[src/ctm_pkg.sv]
// Constants, register map and field layout of the compact timer.
`default_nettype none
package ctm_pkg;

  localparam int CTM_ADDR_W = 4;
  localparam int CTM_DATA_W = 8;
  localparam int CTM_CNT_W  = 16;
  localparam int CTM_PER_W  = 8;

  // Register offsets.
  localparam logic [CTM_ADDR_W-1:0] CTM_REG_CTRL0   = 4'h0;
  localparam logic [CTM_ADDR_W-1:0] CTM_REG_CTRL1   = 4'h1;
  localparam logic [CTM_ADDR_W-1:0] CTM_REG_CNT_LO  = 4'h2;
  localparam logic [CTM_ADDR_W-1:0] CTM_REG_CNT_HI  = 4'h3;
  localparam logic [CTM_ADDR_W-1:0] CTM_REG_CMPA_LO = 4'h4;
  localparam logic [CTM_ADDR_W-1:0] CTM_REG_CMPA_HI = 4'h5;
  localparam logic [CTM_ADDR_W-1:0] CTM_REG_PERIOD  = 4'h6;
  localparam logic [CTM_ADDR_W-1:0] CTM_REG_FLAGS   = 4'h7;

  // Field positions.
  localparam int CTM_CTRL0_ON_BIT   = 3;
  localparam int CTM_CTRL1_MODE_HI  = 7;
  localparam int CTM_CTRL1_MODE_LO  = 6;
  localparam int CTM_CTRL1_OUTF_HI  = 5;
  localparam int CTM_CTRL1_OUTF_LO  = 4;
  localparam int CTM_CTRL1_INIT_BIT = 3;
  localparam int CTM_CTRL1_INV_BIT  = 2;
  localparam int CTM_CTRL1_SWAP_BIT = 1;
  localparam int CTM_CTRL1_CLR_BIT  = 0;
  localparam int CTM_FLAG_A_BIT     = 0;
  localparam int CTM_FLAG_P_BIT     = 1;
  localparam int CTM_NUM_FLAGS      = 2;

  // Reset values.
  localparam logic [CTM_DATA_W-1:0] CTM_CTRL1_RST  = 8'h00;
  localparam logic [CTM_CNT_W-1:0]  CTM_CMPA_RST   = 16'h0000;
  localparam logic [CTM_PER_W-1:0]  CTM_PERIOD_RST = 8'h00;
  localparam logic [CTM_CNT_W-1:0]  CTM_CNT_RST    = 16'h0000;
  localparam logic [CTM_DATA_W-1:0] CTM_RD_ZERO    = 8'h00;

  // Counting constants.
  localparam logic [CTM_CNT_W-1:0] CTM_CNT_ONE      = 16'h0001;
  localparam logic [CTM_CNT_W-1:0] CTM_CNT_ZERO     = 16'h0000;
  localparam logic [7:0]           CTM_P_LOW_ZERO   = 8'h00;
  localparam logic [CTM_PER_W-1:0] CTM_PER_ZERO     = 8'h00;
  localparam logic [CTM_CNT_W:0]   CTM_FULL_SPAN    = 17'h10000;

  typedef enum logic [1:0] {
    CTM_MODE_CMP = 2'h0,
    CTM_MODE_CAP = 2'h1,
    CTM_MODE_PWM = 2'h2,
    CTM_MODE_TMR = 2'h3
  } ctm_mode_e;

  // Output-function codes in compare-match mode.
  localparam logic [1:0] CTM_CMP_OF_NONE   = 2'h0;
  localparam logic [1:0] CTM_CMP_OF_LOW    = 2'h1;
  localparam logic [1:0] CTM_CMP_OF_HIGH   = 2'h2;
  localparam logic [1:0] CTM_CMP_OF_TOGGLE = 2'h3;

  // Output-function codes in PWM mode.
  localparam logic [1:0] CTM_PWM_OF_INACTIVE = 2'h0;
  localparam logic [1:0] CTM_PWM_OF_ACTIVE   = 2'h1;
  localparam logic [1:0] CTM_PWM_OF_WAVE     = 2'h2;

endpackage
`default_nettype wire

[src/ctm_timer.sv]
// Compact 16-bit timer with compare-match, timer/counter and PWM modes.
//
// Operation
// - Mode field: 00 compare-match, 11 timer/counter, 10 PWM.
// - Clear-select low: clear on period match or wrap; raise A and P flags.
// - Clear-select high: clear on compare A match; raise only the A flag.
// - Clear-select high with compare A zero: wrap at FFFF, no A flag.
// - Compare-match pin responds to compare A match only, never to period match.
// - On A match the pin goes high, low or toggles; code zero keeps it.
// - Timer-on rising edge loads the pin with the initial-output level.
// - Timer/counter mode counts and flags like compare-match but releases the pin.
// - PWM ignores clear-select; one compare sets frequency, the other duty.
// - Duty/period swap chooses which compare is period and which is duty.
// - PWM raises A flag on each A match and P flag on each P match.
// - PWM output function enables the waveform or forces inactive or active.
// - Initial-output picks active level in PWM; invert bit flips the pin.
// - Swap zero: period is period value times 256, zero means 65536; duty is A.
// - Duty at or above period keeps the output active all period.
// - Swap one: period is compare A; duty is period value times 256, zero 65536.
// - PWM counting and flags continue while the pin is forced.
// - Period value is matched as the counter's upper eight bits, with the lower eight bits zero.
//
// The plain strobed port and the address map were chosen for this implementation.
`timescale 1ns/100ps
`default_nettype none
module ctm_timer
  import ctm_pkg::*;
(
  input  wire logic                            sys_clk,
  input  wire logic                            rst,
  input  wire logic [ctm_pkg::CTM_ADDR_W-1:0] regAddr,
  input  wire logic [ctm_pkg::CTM_DATA_W-1:0] regWdata,
  input  wire logic                            regWrite,
  input  wire logic                            regRead,
  output var  logic [ctm_pkg::CTM_DATA_W-1:0] regRdata,
  output var  logic                            tpOut,
  output var  logic                            tpOeN,
  output var  logic                            matchAPulse,
  output var  logic                            matchPPulse,
  output var  logic                            matchAFlag,
  output var  logic                            matchPFlag
);

  logic                   timerOn;
  ctm_mode_e              modeSel;
  logic [1:0]             outFunc;
  logic                   initialOutput;
  logic                   outputInvert;
  logic                   dutyPeriodSwap;
  logic                   clearSelect;
  logic [CTM_CNT_W-1:0]   compareAValue;
  logic [CTM_PER_W-1:0]   periodCompareValue;
  logic [CTM_CNT_W-1:0]   count;
  logic                   cmpLevel;
  logic [CTM_CNT_W-1:0]   cntInc;
  logic [CTM_CNT_W-1:0]   next_count;
  logic                   aHit;
  logic                   pHit;
  logic                   isPwm;
  logic                   clearOnA;
  logic                   counterClear;
  logic                   onRise;
  logic                   wrCtrl0;
  logic                   wrCtrl1;
  logic                   wrFlags;
  logic                   wrCmpaLo;
  logic                   wrCmpaHi;
  logic                   wrPeriod;
  logic [CTM_DATA_W-1:0]  compareALo;
  logic [CTM_DATA_W-1:0]  compareAHi;
  logic                   aSet;
  logic                   pSet;
  logic [CTM_CNT_W:0]     dutyValue;
  logic                   pwmActive;
  logic                   next_cmpLevel;
  logic                   next_tpOut;
  logic                   pinDriven;
  logic [CTM_DATA_W-1:0]  next_regRdata;
  logic [CTM_NUM_FLAGS-1:0] flagSet;
  logic [CTM_NUM_FLAGS-1:0] flagClr;
  logic [CTM_NUM_FLAGS-1:0] flagVal;

  // Write decode.
  assign wrCtrl0 = regWrite && (regAddr == CTM_REG_CTRL0);
  assign wrCtrl1 = regWrite && (regAddr == CTM_REG_CTRL1);
  assign wrFlags = regWrite && (regAddr == CTM_REG_FLAGS);
  assign wrCmpaLo = regWrite && (regAddr == CTM_REG_CMPA_LO);
  assign wrCmpaHi = regWrite && (regAddr == CTM_REG_CMPA_HI);
  assign wrPeriod = regWrite && (regAddr == CTM_REG_PERIOD);

  // The on edge is taken from the write itself, so clearing and pin load land with it.
  assign onRise = wrCtrl0 && regWdata[CTM_CTRL0_ON_BIT] && !timerOn;

  always_ff @(posedge sys_clk) begin
    if (rst) begin
      timerOn <= 1'b0;
    end else if (wrCtrl0) begin
      timerOn <= regWdata[CTM_CTRL0_ON_BIT];
    end
  end

  // Mode and output controls; changing them while running is left to software.
  always_ff @(posedge sys_clk) begin
    if (rst) begin
      modeSel <= ctm_mode_e'(CTM_CTRL1_RST[CTM_CTRL1_MODE_HI:CTM_CTRL1_MODE_LO]);
    end else if (wrCtrl1) begin
      modeSel <= ctm_mode_e'(regWdata[CTM_CTRL1_MODE_HI:CTM_CTRL1_MODE_LO]);
    end
  end

  always_ff @(posedge sys_clk) begin
    if (rst) begin
      outFunc       <= CTM_CTRL1_RST[CTM_CTRL1_OUTF_HI:CTM_CTRL1_OUTF_LO];
      initialOutput <= CTM_CTRL1_RST[CTM_CTRL1_INIT_BIT];
      outputInvert  <= CTM_CTRL1_RST[CTM_CTRL1_INV_BIT];
    end else if (wrCtrl1) begin
      outFunc       <= regWdata[CTM_CTRL1_OUTF_HI:CTM_CTRL1_OUTF_LO];
      initialOutput <= regWdata[CTM_CTRL1_INIT_BIT];
      outputInvert  <= regWdata[CTM_CTRL1_INV_BIT];
    end
  end

  // The swap and clear-select bits steer the counter; in PWM the swap bit also picks the duty that drives the pin.
  always_ff @(posedge sys_clk) begin
    if (rst) begin
      dutyPeriodSwap <= CTM_CTRL1_RST[CTM_CTRL1_SWAP_BIT];
      clearSelect    <= CTM_CTRL1_RST[CTM_CTRL1_CLR_BIT];
    end else if (wrCtrl1) begin
      dutyPeriodSwap <= regWdata[CTM_CTRL1_SWAP_BIT];
      clearSelect    <= regWdata[CTM_CTRL1_CLR_BIT];
    end
  end

  // Compare A is written a byte at a time with no shadow, so a running match may see a torn value.
  always_ff @(posedge sys_clk) begin
    if (rst) begin
      compareALo <= CTM_CMPA_RST[7:0];
    end else if (wrCmpaLo) begin
      compareALo <= regWdata;
    end
  end

  always_ff @(posedge sys_clk) begin
    if (rst) begin
      compareAHi <= CTM_CMPA_RST[15:8];
    end else if (wrCmpaHi) begin
      compareAHi <= regWdata;
    end
  end

  assign compareAValue = {compareAHi, compareALo};

  always_ff @(posedge sys_clk) begin
    if (rst) begin
      periodCompareValue <= CTM_PERIOD_RST;
    end else if (wrPeriod) begin
      periodCompareValue <= regWdata;
    end
  end

  // Comparators look at the value the counter is about to take.
  assign cntInc = count + CTM_CNT_ONE;
  // A zero period value matches at the wrap, which gives the overflow clear.
  assign pHit = (cntInc == {periodCompareValue, CTM_P_LOW_ZERO});
  // A zero compare A value never matches, so the counter runs to FFFF.
  assign aHit = (cntInc == compareAValue) && (compareAValue != CTM_CNT_ZERO);
  assign isPwm = (modeSel == CTM_MODE_PWM);
  // In PWM the swap bit picks the clearing comparator and clear-select is unused.
  assign clearOnA = isPwm ? dutyPeriodSwap : clearSelect;
  assign counterClear = clearOnA ? aHit : pHit;

  always_comb begin
    if (onRise) begin
      next_count = CTM_CNT_ZERO;
    end else if (!timerOn) begin
      next_count = count;
    end else if (counterClear) begin
      next_count = CTM_CNT_ZERO;
    end else begin
      next_count = cntInc;
    end
  end

  // Counting goes on whatever the output function forces on the pin.
  always_ff @(posedge sys_clk) begin
    if (rst) begin
      count <= CTM_CNT_RST;
    end else begin
      count <= next_count;
    end
  end

  // Flag events; the period flag is suppressed only by clear-select outside PWM.
  assign aSet = timerOn && aHit;
  assign pSet = timerOn && pHit && (isPwm || !clearSelect);

  assign flagSet[CTM_FLAG_A_BIT] = aSet;
  assign flagSet[CTM_FLAG_P_BIT] = pSet;

  generate
    for (genvar i = 0; i < CTM_NUM_FLAGS; i++) begin : gFlag
      assign flagClr[i] = wrFlags && regWdata[i];
      ctm_flag uFlag (
        .sys_clk  (sys_clk),
        .rst      (rst),
        .setEvent (flagSet[i]),
        .clearReq (flagClr[i]),
        .flag     (flagVal[i])
      );
    end
  endgenerate

  assign matchAFlag = flagVal[CTM_FLAG_A_BIT];
  assign matchPFlag = flagVal[CTM_FLAG_P_BIT];

  // The pulses are registered like the flags, so both show a match in the same cycle.
  always_ff @(posedge sys_clk) begin
    if (rst) begin
      matchAPulse <= 1'b0;
      matchPPulse <= 1'b0;
    end else begin
      matchAPulse <= aSet;
      matchPPulse <= pSet;
    end
  end

  // Compare-match pin state, before the polarity inversion.
  always_comb begin
    next_cmpLevel = cmpLevel;
    if (onRise) begin
      next_cmpLevel = initialOutput;
    end else if ((modeSel == CTM_MODE_CMP) && aSet) begin
      case (outFunc)
        CTM_CMP_OF_LOW: begin
          next_cmpLevel = 1'b0;
        end
        CTM_CMP_OF_HIGH: begin
          next_cmpLevel = 1'b1;
        end
        CTM_CMP_OF_TOGGLE: begin
          next_cmpLevel = !cmpLevel;
        end
        default: begin
          next_cmpLevel = cmpLevel;
        end
      endcase
    end
  end

  always_ff @(posedge sys_clk) begin
    if (rst) begin
      cmpLevel <= 1'b0;
    end else begin
      cmpLevel <= next_cmpLevel;
    end
  end

  // Duty threshold; a zero period value stands for the full 65536 span.
  always_comb begin
    if (dutyPeriodSwap) begin
      if (periodCompareValue == CTM_PER_ZERO) begin
        dutyValue = CTM_FULL_SPAN;
      end else begin
        dutyValue = {1'b0, periodCompareValue, CTM_P_LOW_ZERO};
      end
    end else begin
      dutyValue = {1'b0, compareAValue};
    end
  end

  // The count never reaches the period, so a duty at or above it stays active.
  assign pwmActive = ({1'b0, count} < dutyValue);

  // The pin level is registered; in PWM it trails the count by one clock, in compare-match it switches with the count.
  always_comb begin
    next_tpOut = 1'b0;
    if (isPwm) begin
      case (outFunc)
        CTM_PWM_OF_WAVE: begin
          next_tpOut = pwmActive ? initialOutput : !initialOutput;
        end
        CTM_PWM_OF_ACTIVE: begin
          next_tpOut = initialOutput;
        end
        default: begin
          next_tpOut = !initialOutput;
        end
      endcase
      next_tpOut = next_tpOut ^ outputInvert;
    end else if (modeSel == CTM_MODE_CMP) begin
      next_tpOut = next_cmpLevel ^ outputInvert;
    end
  end

  // Only compare-match and PWM drive the pin; other modes release it.
  assign pinDriven = (modeSel == CTM_MODE_CMP) || isPwm;

  always_ff @(posedge sys_clk) begin
    if (rst) begin
      tpOut <= 1'b0;
      tpOeN <= 1'b1;
    end else begin
      tpOut <= next_tpOut;
      tpOeN <= !pinDriven;
    end
  end

  // Read decode; unmapped offsets read zero.
  always_comb begin
    next_regRdata = CTM_RD_ZERO;
    if (regAddr == CTM_REG_CTRL0) begin
      next_regRdata[CTM_CTRL0_ON_BIT] = timerOn;
    end else if (regAddr == CTM_REG_CTRL1) begin
      next_regRdata = {modeSel, outFunc, initialOutput, outputInvert, dutyPeriodSwap, clearSelect};
    end else if (regAddr == CTM_REG_CNT_LO) begin
      next_regRdata = count[7:0];
    end else if (regAddr == CTM_REG_CNT_HI) begin
      next_regRdata = count[15:8];
    end else if (regAddr == CTM_REG_CMPA_LO) begin
      next_regRdata = compareAValue[7:0];
    end else if (regAddr == CTM_REG_CMPA_HI) begin
      next_regRdata = compareAValue[15:8];
    end else if (regAddr == CTM_REG_PERIOD) begin
      next_regRdata = periodCompareValue;
    end else if (regAddr == CTM_REG_FLAGS) begin
      next_regRdata[CTM_FLAG_A_BIT] = flagVal[CTM_FLAG_A_BIT];
      next_regRdata[CTM_FLAG_P_BIT] = flagVal[CTM_FLAG_P_BIT];
    end
  end

  // Read data fall back to zero outside the answer cycle, so a stale value never lingers.
  always_ff @(posedge sys_clk) begin
    if (rst) begin
      regRdata <= CTM_RD_ZERO;
    end else if (regRead) begin
      regRdata <= next_regRdata;
    end else begin
      regRdata <= CTM_RD_ZERO;
    end
  end

endmodule
`default_nettype wire

[src/ctm_flag.sv]
// Sticky compare flag that software clears.
`timescale 1ns/100ps
`default_nettype none
module ctm_flag (
  input  wire logic sys_clk,
  input  wire logic rst,
  input  wire logic setEvent,
  input  wire logic clearReq,
  output var  logic flag
);

  // A match in the clearing cycle still leaves the flag set.
  always_ff @(posedge sys_clk) begin
    if (rst) begin
      flag <= 1'b0;
    end else if (setEvent) begin
      flag <= 1'b1;
    end else if (clearReq) begin
      flag <= 1'b0;
    end
  end

endmodule
`default_nettype wire

[config.mk]
export PLATFORM = sky130hd
export DESIGN_NAME = ctm_timer
export DESIGN_NICKNAME = d
export VERILOG_FILES = /design/src/ctm_pkg.sv /design/src/ctm_timer.sv /design/src/ctm_flag.sv
export SDC_FILE = /design/constraint.sdc
export NUM_CORES = 1
export LEC_CHECK = 0
export BUFFER_PORTS_ARGS = -buffer_cell sky130_fd_sc_hd__buf_2
export CAP_MARGIN = 20
export CORE_AREA = 8 8 92 94
export CTS_BUF_LIST = sky130_fd_sc_hd__clkbuf_8
export DETAILED_ROUTE_END_ITERATION = 10
export DIE_AREA = 0 0 100 102
export PLACE_DENSITY = 0.84
export SYNTH_ARGS = -nofsm -noshare
export SYNTH_HDL_FRONTEND = slang
export SYNTH_SLANG_ARGS = --single-unit
export TNS_END_PERCENT = 50
[constraint.sdc]
create_clock -name sys_clk -period 6.03 [get_ports sys_clk]
set_input_delay 1.206 -clock sys_clk [delete_from_list [all_inputs] [get_ports sys_clk]]
set_output_delay 1.206 -clock sys_clk [all_outputs]
set_load 0.1 [all_outputs]
==> results of run 1 <==
## cell type report
type                    instances  area, sq um  share of cell area, %
well taps                      99        123.9                  2.569
clock inverters                 6        91.34                  1.894
multi-input cells             427         2955                  61.29
flip-flops and latches         64         1281                  26.57
repair buffers                 33        195.2                  4.048
clock buffers                  10        137.6                  2.854
inverters                      10        37.54                 0.7784
## sequential cells by signal, indices dropped and copies added, names as in the netlist
name / flops
matchAPulse: 1
cmpLevel: 1
regRdata: 8
matchPPulse: 1
clearSelect: 1
dutyPeriodSwap: 1
outFunc: 2
gFlag.uFlag.flag: 2
outputInvert: 1
timerOn: 1
periodCompareValue: 8
compareALo: 8
tpOeN: 1
tpOut: 1
count: 16
initialOutput: 1
compareAHi: 8
modeSel: 2
## worst paths after layout
path                                             end  depth (start not counted)                   from
worst max-delay path                tpOut$_SDFF_PP0_                         10  count[0]$_SDFFE_PP0P_
worst min-delay path            timerOn$_SDFFE_PP0P_                          2   timerOn$_SDFFE_PP0P_
worst max register to register      tpOut$_SDFF_PP0_                         10  count[0]$_SDFFE_PP0P_
worst min register to register  timerOn$_SDFFE_PP0P_                          2   timerOn$_SDFFE_PP0P_
## power breakdown
group	total, uW	switching, uW	internal [uW]
clock network	434	188	246
registers	474	38.7	436
logic	170	98.2	71.6
## per-stage QoR
step                std cells  worst slack [ns]
global placement          632             2.167
global route              649             1.506
detailed placement        632             1.982
CTS                       648             1.970
floorplan                 543             2.975
finish                    649             1.786
## cells by family after synthesis
logic type	Yosys count	share of synthesized area (%)
and+or+nand+nor	228	27.80
AOI/OAI and AO/OA	94	13.42
DFF	64	28.64
muxes	54	12.42
buffers and inverters	52	5.313
xor gates and xnor gates	33	7.382
adders and majority gates	18	5.034
## critical path, cell delays in order, from the launching register on
cell and delay (ns):
dfxtp_1 0.50, ha_1 0.32, nand3_1 0.34, nor4_1 0.92, nor2_1 0.17, or4_1 0.55
nor4_1 0.61, a31o_2 0.26, nand3_1 0.09, o21ai_1 0.19, mux2i_1 0.23
## layout by cell type (no fill, tap or decap), types with 6 or more instances in the layout
cell type  synthesis  final
nor3b_1            6      6
nor4_1            12     12
nor3_1            12     12
xnor2_1           19     19
nand3b_1          11     11
nand2_1           41     41
ha_1              18     18
dfxtp_1           64     64
nand3_1           19     19
nand4_1            8      8
inv_1              8      8
a21oi_1           20     20
buf_2              5     29
o22ai_1            6      6
xor2_1            11     11
nand2b_1          25     25
a211oi_1           6      6
a31oi_1           14     14
mux2i_1           51     51
nor2_1            53     53
o21ai_0           18     18
clkbuf_8           0     10
nand4b_1          11     11
## cells in the mapped netlist, types with 12 or more instances
cell type | count | share of area [%]
clkbuf_1 | 26 | 2.2
a31oi_1 | 14 | 2.0
nand2_1 | 41 | 3.4
a21oi_1 | 20 | 2.2
nor4_1 | 12 | 1.7
dfxtp_1 | 64 | 29
nor2_1 | 53 | 4.4
mux2i_1 | 51 | 11
xnor2_1 | 19 | 3.7
o21ai_0 | 18 | 2.0
ha_1 | 18 | 5.0
nand3_1 | 19 | 2.1
nor3_1 | 12 | 1.3
nand2b_1 | 25 | 3.5
## per-layer routing
metal / up-vias / track usage (%) / wire [microns]
li1: 1974 / - / -
met1: 2012 / 31.57 / 5227
met2: 231 / 42.43 / 6095
met3: 43 / 5.654 / 1287
met4: 0 / 12.21 / 431
met5: - / 0 / 0
==> impl_metrics.json, run 1 <==
{
  "status": "completed",
  "cts-buffers-inserted": 9,
  "hold_path.class": "reg2reg",
  "initial_core_util_pct": 63.38,
  "critPathLaunchType": "register",
  "fin_crit_sh_pct": 70.38,
  "cap_violations": 0,
  "grt_setup_unrepaired": "false",
  "grt_antenna_before_repair": 0,
  "synth_edf_count": 0,
  "grt-ovfl-total": 0,
  "grt_pass1_vias": 3964,
  "fin_nets": 579,
  "cts_resized": 0,
  "fillers": 582,
  "clk_pin_slew_worst_paths_ns": 0.09,
  "gp_congestion": 1.011,
  "yosys_warnings": 0,
  "leakagePower_uw": 0.001862,
  "rows": 31,
  "arrival_ns": 4.54,
  "design_area_sq_um": 4822,
  "core_area_sq_um": 7059,
  "place_hpwl_microns": 9352,
  "avgViaCountPerCell": 6.564,
  "reg2reg_slack_ns": 1.79,
  "synth_nets": 577,
  "wl_per_cell_microns": 20.09,
  "cts_sinks": 64,
  "ys_types": 59,
  "pin_count": 30,
  "antenna_left": 0,
  "cp_max_fo": 12,
  "maxSlewViolCount": 0,
  "fp.dieH_microns": 102,
  "insertion_delay_ns": 0.37,
  "initialDrtViolationCount": 480,
  "peakVddDrop_uv": 252.4,
  "cp.required_ns": 6.32,
  "post_cts_buffers": 0,
  "ys_ff_latch": 64,
  "clock_path_buffers": 2,
  "dpl_cell_area_sq_um": 4566,
  "yosysSeqAreaShare_pct": 28.64,
  "power_density_nw_per_um2": 223.6,
  "clock_skew_ns": 0.01587,
  "fmax_mhz": 235.6,
  "clockRootBuffer": "clkbuf_8",
  "io_buffers": 29,
  "grt_start_max_net_pins": 40,
  "track_usage_pct": 25.85,
  "netlist_instances": 543,
  "setup_viol": 0,
  "route.detailed.drc": 0,
  "worstMarginPinSlew_ns": 0.9887,
  "critPathKind": "reg2reg",
  "grt_pass1_wl_microns": 20570,
  "fin_setup_tns_ns": 0,
  "first_pass_iters": 5,
  "cts_tree": "built",
  "diodes": 0,
  "slew_headroom_pct": 33.48,
  "synthArstFlopShare_pct": 0,
  "wl_microns": 13040,
  "vias": 4260,
  "avgSynthCellArea_sq_um": 8.240,
  "synth_area_sq_um": 4474,
  "yosys_most_used_dff": "dfxtp_1",
  "timing.hold.ws_ns": 0.5344,
  "synthToLayoutAreaGrowth_pct": 7.774,
  "die_x_microns": 100,
  "hold_viol": 0,
  "utilization_pct": 68.31,
  "power_uw": 1078,
  "hold_buffers": 0,
  "period_needed_ns": 4.244,
  "cts-htree-levels": 3,
  "critPathCaptureType": "register",
  "die_area_sq_um": 10200,
  "drive_gt1_share_pct": 10.55
}
(Power assumes the default switching activity.)
==> inputs of run 2 (changes only) <==
Settings changed: CORE_AREA 8 8 92 94 to 8 8 94 96, DIE_AREA 0 0 100 102 to 0 0 102 104, PLACE_DENSITY 0.84 to 0.81.
Clock period 6.03 ns to 4.2 ns, I/O delays scaled along.
==> run 2 against run 1 <==
- critical path depth increased by 1
- final area increased by 2.4%
- combinational power increased by 55%
- final cell count increased by 2.3%
- sequential cell count unchanged
- utilization decreased by 2.0 points
- global-route usage decreased by 1.2 points
- critical endpoint unchanged
==> impl_metrics.json, run 2 (synthesized netlist as in run 1, its figures left out) <==
{
  "status": "completed",
  "grt_antenna_before_repair": 0,
  "fmax_mhz": 268.9,
  "diodes": 0,
  "insertion_delay_ns": 0.35,
  "leakagePower_uw": 0.001931,
  "peakVddDrop_uv": 308.0,
  "fin_setup_tns_ns": 0,
  "met1_length_microns": 5542,
  "worstMarginPinSlew_ns": 0.8376,
  "place_hpwl_microns": 9298,
  "highest_layer": "met4",
  "initialDrtViolationCount": 353,
  "critPathCaptureType": "register",
  "die_x_microns": 102,
  "largest_reg_flops": 16,
  "maxSlewViolCount": 0,
  "io_buffers": 29,
  "grt_pass1_vias": 3969,
  "min_to": "gFlag[0].uFlag.flag$_SDFFE_PP0P_",
  "clockRootBuffer": "clkbuf_8",
  "clock_skew_ns": 0.01492,
  "reg2reg_slack_ns": 0.48,
  "rr_worst_depth": 11,
  "r2r-end": "tpOut$_SDFF_PP0_",
  "hold_viol": 0,
  "grt_setup_unrepaired": "false",
  "grt-ovfl-total": 0,
  "rows": 32,
  "core_area_sq_um": 7447,
  "wl_microns": 12890,
  "route.detailed.drc": 0,
  "cts_tree": "built",
  "top_register": "count",
  "cts-buffers-inserted": 9,
  "avgViaCountPerCell": 6.455,
  "final_cell_mix": "dfxtp_1, nor2_1, mux2i_1",
  "slew_headroom_pct": 44.09,
  "startpoint": "count[0]$_SDFFE_PP0P_",
  "fin_crit_sh_pct": 88.54,
  "timing.hold.ws_ns": 0.4988,
  "clock_path_buffers": 2,
  "routed-wl-met3_microns": 959,
  "setup_viol": 0,
  "clk_pin_slew_worst_paths_ns": 0.09,
  "period_needed_ns": 3.719,
  "met2WireLength_microns": 5880,
  "cts_resized": 0,
  "wl_per_cell_microns": 19.42,
  "hold_path.class": "reg2reg",
  "grt_pass1_wl_microns": 20700,
  "cp_max_fo": 10,
  "pin_count": 30,
  "antenna_left": 0,
  "cp.required_ns": 4.48,
  "vias": 4286,
  "fin_nets": 591,
  "whs_path_depth": 2,
  "grt_start_max_net_pins": 40,
  "cts-htree-levels": 3,
  "hp-start": "gFlag[0].uFlag.flag$_SDFFE_PP0P_",
  "critPathLaunchType": "register",
  "cts_sinks": 64,
  "hold_buffers": 0,
  "fp.dieH_microns": 104,
  "timing.rr.start": "count[0]$_SDFFE_PP0P_",
  "post_cts_buffers": 0,
  "cap_violations": 0,
  "power_density_nw_per_um2": 326.4,
  "gp_congestion": 0.9535,
  "die_area_sq_um": 10610,
  "critPathKind": "reg2reg",
  "track_usage_pct": 24.68,
  "arrival_ns": 4.00,
  "synthToLayoutAreaGrowth_pct": 10.32,
  "drive_gt1_share_pct": 12.46,
  "initial_core_util_pct": 60.08,
  "layout_commonest_cell": "dfxtp_1",
  "first_pass_iters": 5
}
## run 2: changes by cell type in the layout (fill, tap and decap cells not counted)
cell       previous run  this run
inv_6                 1         3
clkinv_4              2         1
clkinv_2              1         0
clkbuf_8             10         9
bufinv_16             2         3
buf_4                 3        15
## run 2: layout make-up
type	instances	area (sq um)
multi-input cells	427	2955
clock buffers	9	123.9
fillers	649	2511
inverters	10	37.54
clock inverters	7	125.1
flip-flops and latches	64	1281
well taps	102	127.6
repair buffers	45	285.3
## run 2: per-stage QoR
step / instance area [sq um] / total power [uW] / utilization, % / std cells / setup slack (ns)
2_1_floorplan: 4474 / 865.6 / - / 543 / 1.161
4_1_cts: 4908 / 1613 / 65.91 / 663 / 0.5579
6_report: 4936 / 1611 / 66.28 / 664 / 0.4813
5_1_grt: 4936 / 1672 / 66.28 / 664 / 0.2929
3_3_place_gp: 4659 / 931.9 / 62.57 / 647 / 0.8144
3_5_place_dp: 4659 / 938.2 / 62.57 / 647 / 0.5988
## run 2: power breakdown
part | leakage, uW | total [uW] | internal (uW) | switching [uW]
clock | 0.000125 | 679 | 402 | 277
combinational | 0.00129 | 263 | 110 | 152
sequential | 0.000519 | 670 | 626 | 44.1
## run 2: worst max-delay path by stage
stage / to / slack, ns / cells past startpoint
after floorplan: count[7]$_SDFFE_PP0P_ / 1.16 / 13
after global placement: tpOut$_SDFF_PP0_ / 0.81 / 11
after detailed placement: tpOut$_SDFF_PP0_ / 0.60 / 11
after CTS: tpOut$_SDFF_PP0_ / 0.56 / 11
after global routing: tpOut$_SDFF_PP0_ / 0.29 / 10
final: tpOut$_SDFF_PP0_ / 0.48 / 11
## run 2: per-layer routing
metal / GRT usage (%) / up-vias
li1: - / 2008
met1: 32.55 / 2000
met2: 37.16 / 230
met3: 4.552 / 48
met4: 12.38 / 0
met5: 0 / -
## run 2: critical path: stages (launching register included)
cell and delay, ns:
dfxtp_1 0.53, ha_1 0.34, nand3_1 0.18, or4_1 0.56, and3b_1 0.22, or4_4 0.43
nor4_1 0.50, buf_4 0.22, a31o_2 0.15, nand3_1 0.09, o21ai_1 0.21, mux2i_1 0.23
==> inputs of run 3 (changes only) <==
Settings changed: CORE_AREA 8 8 94 96 to 8 8 107 84, DIE_AREA 0 0 102 104 to 0 0 115 92, MAX_ROUTING_LAYER set to met4.
==> run 3 against run 2 <==
- wire length increased by 4.2%
- utilization increased by 1.8 points
- critical path depth decreased by 1
- critical path type unchanged
- highest routed layer unchanged
==> impl_metrics.json, run 3 (synthesized netlist as in run 1, its figures left out) <==
{
  "clockRootBuffer": "clkbuf_8",
  "track_usage_pct": 26.90,
  "grt_pass1_wl_microns": 21870,
  "grt-ovfl-total": 0,
  "hold_buffers": 0,
  "arrival_ns": 4.10,
  "dpl_worst_slack_ns": 0.5122,
  "max_stage_delay_ns": 0.77,
  "gp_congestion": 1.027,
  "cp.required_ns": 4.49,
  "reg2reg_slack_ns": 0.39,
  "route.detailed.drc": 0,
  "multiInputGateArea_sq_um": 2955,
  "layout_commonest_cell": "dfxtp_1",
  "peakVddDrop_uv": 254.0,
  "diodes": 0,
  "critPathSlowestCell": "nor3_1",
  "drive_gt1_share_pct": 12.14,
  "fin_crit_sh_pct": 90.72,
  "period_needed_ns": 3.810,
  "fin_ws_ns": 0.3896,
  "dp_cells": 644,
  "cts-buffers-inserted": 9,
  "cts_resized": 0,
  "utilization_pct": 68.05,
  "fp.dieH_microns": 92,
  "power_density_nw_per_um2": 327.1,
  "grt_pass1_vias": 4121,
  "setup_viol": 0,
  "fin_nets": 589,
  "leakagePower_uw": 0.001921,
  "io_buffers": 29,
  "clk_pin_slew_worst_paths_ns": 0.08,
  "fin_setup_tns_ns": 0,
  "final_cell_mix": "dfxtp_1, nor2_1, mux2i_1",
  "cts_tree": "built",
  "synthToLayoutAreaGrowth_pct": 9.955,
  "largest_reg_flops": 16,
  "cpMostUsedCell": "nand3_1",
  "ff_latch_area_sq_um": 1281,
  "hold_viol": 0,
  "clock_skew_ns": 0.007599,
  "critPathKind": "reg2reg",
  "status": "completed",
  "grt_start_max_net_pins": 40,
  "cap_violations": 0,
  "insertion_delay_ns": 0.36,
  "top_register": "count",
  "avgViaCountPerCell": 6.595,
  "grt_setup_unrepaired": "false",
  "die_x_microns": 115,
  "fin_cells": 661,
  "hold_path.class": "reg2reg",
  "clock_path_buffers": 2,
  "post_cts_buffers": 0,
  "fillers": 619,
  "cts-htree-levels": 3,
  "first_pass_iters": 5,
  "die_area_sq_um": 10580,
  "worstMarginPinSlew_ns": 0.9067,
  "cts_sinks": 64,
  "fmax_mhz": 262.4,
  "path_cells": "nand3_1 > nor3_1 > xnor2_1 > or4_1 > nor4_1 > buf_4 > a31o_2 > nand3_1 > o21ai_1 > mux2i_1",
  "cp_max_fo": 11,
  "wl_microns": 13430,
  "initial_core_util_pct": 61.89,
  "core_area_sq_um": 7229,
  "pin_count": 30,
  "antenna_left": 0,
  "critPathLaunchType": "register",
  "maxSlewViolCount": 0,
  "slew_headroom_pct": 37.99,
  "vias": 4359,
  "place_hpwl_microns": 9643,
  "critPathCaptureType": "register",
  "initialDrtViolationCount": 522,
  "rows": 27,
  "grt_antenna_before_repair": 0,
  "wl_per_cell_microns": 20.31
}
## run 3: cell count changes in the layout (fill, tap and decap cells not counted), sizes merged
cell	change
buf	-2
## run 3: per-stage QoR
step	power, uW	hold slack, ns	instance area (sq um)
2_1_floorplan	865.6	0.4653	4474
3_3_place_gp	928.6	0.4801	4643
3_5_place_dp	935.2	0.5103	4643
4_1_cts	1604	0.5201	4892
5_1_grt	1672	0.5868	4920
6_report	1609	0.5483	4920
## run 3: routing by layer
layer	up-vias	routed length, microns	global-route usage (%)
li1	2002	-	-
met1	2064	5994	36.66
met2	255	5689	37.54
met3	38	1426	6.745
met4	0	318	9.160
met5	-	0	-
## run 3: area by class of cell
cell class / count / area share (%)
sequential: 64 / 26.04
timing repair buffer: 43 / 5.493
inverter: 10 / 0.7630
clock inverter: 7 / 2.543
tap: 101 / 2.569
clock buffer: 9 / 2.518
multi-input combinational: 427 / 60.07
## run 3: path summary, 6_finish.rpt
kind                                           end  cells past startpoint                        startpoint
setup / recovery                  tpOut$_SDFF_PP0_                     10             count[2]$_SDFFE_PP0P_
hold / removal    gFlag[0].uFlag.flag$_SDFFE_PP0P_                      2  gFlag[0].uFlag.flag$_SDFFE_PP0P_
setup reg to reg                  tpOut$_SDFF_PP0_                     10             count[2]$_SDFFE_PP0P_
hold reg to reg   gFlag[0].uFlag.flag$_SDFFE_PP0P_                      2  gFlag[0].uFlag.flag$_SDFFE_PP0P_
## run 3: power breakdown
group | internal, uW | leakage, uW | switching [uW]
combinational | 109 | 0.00128 | 151
sequential | 626 | 0.000519 | 46.6
clock | 401 | 0.000125 | 275
total | 1140 | 0.00192 | 473
## run 3: critical path: cells and delay by family (launching register included)
family	cells	cell delay, ns
compound gates	2	0.33
simple gates	5	2.23
flops	1	0.57
xor+xnor	1	0.20
mux	1	0.20
buf+inv	1	0.20
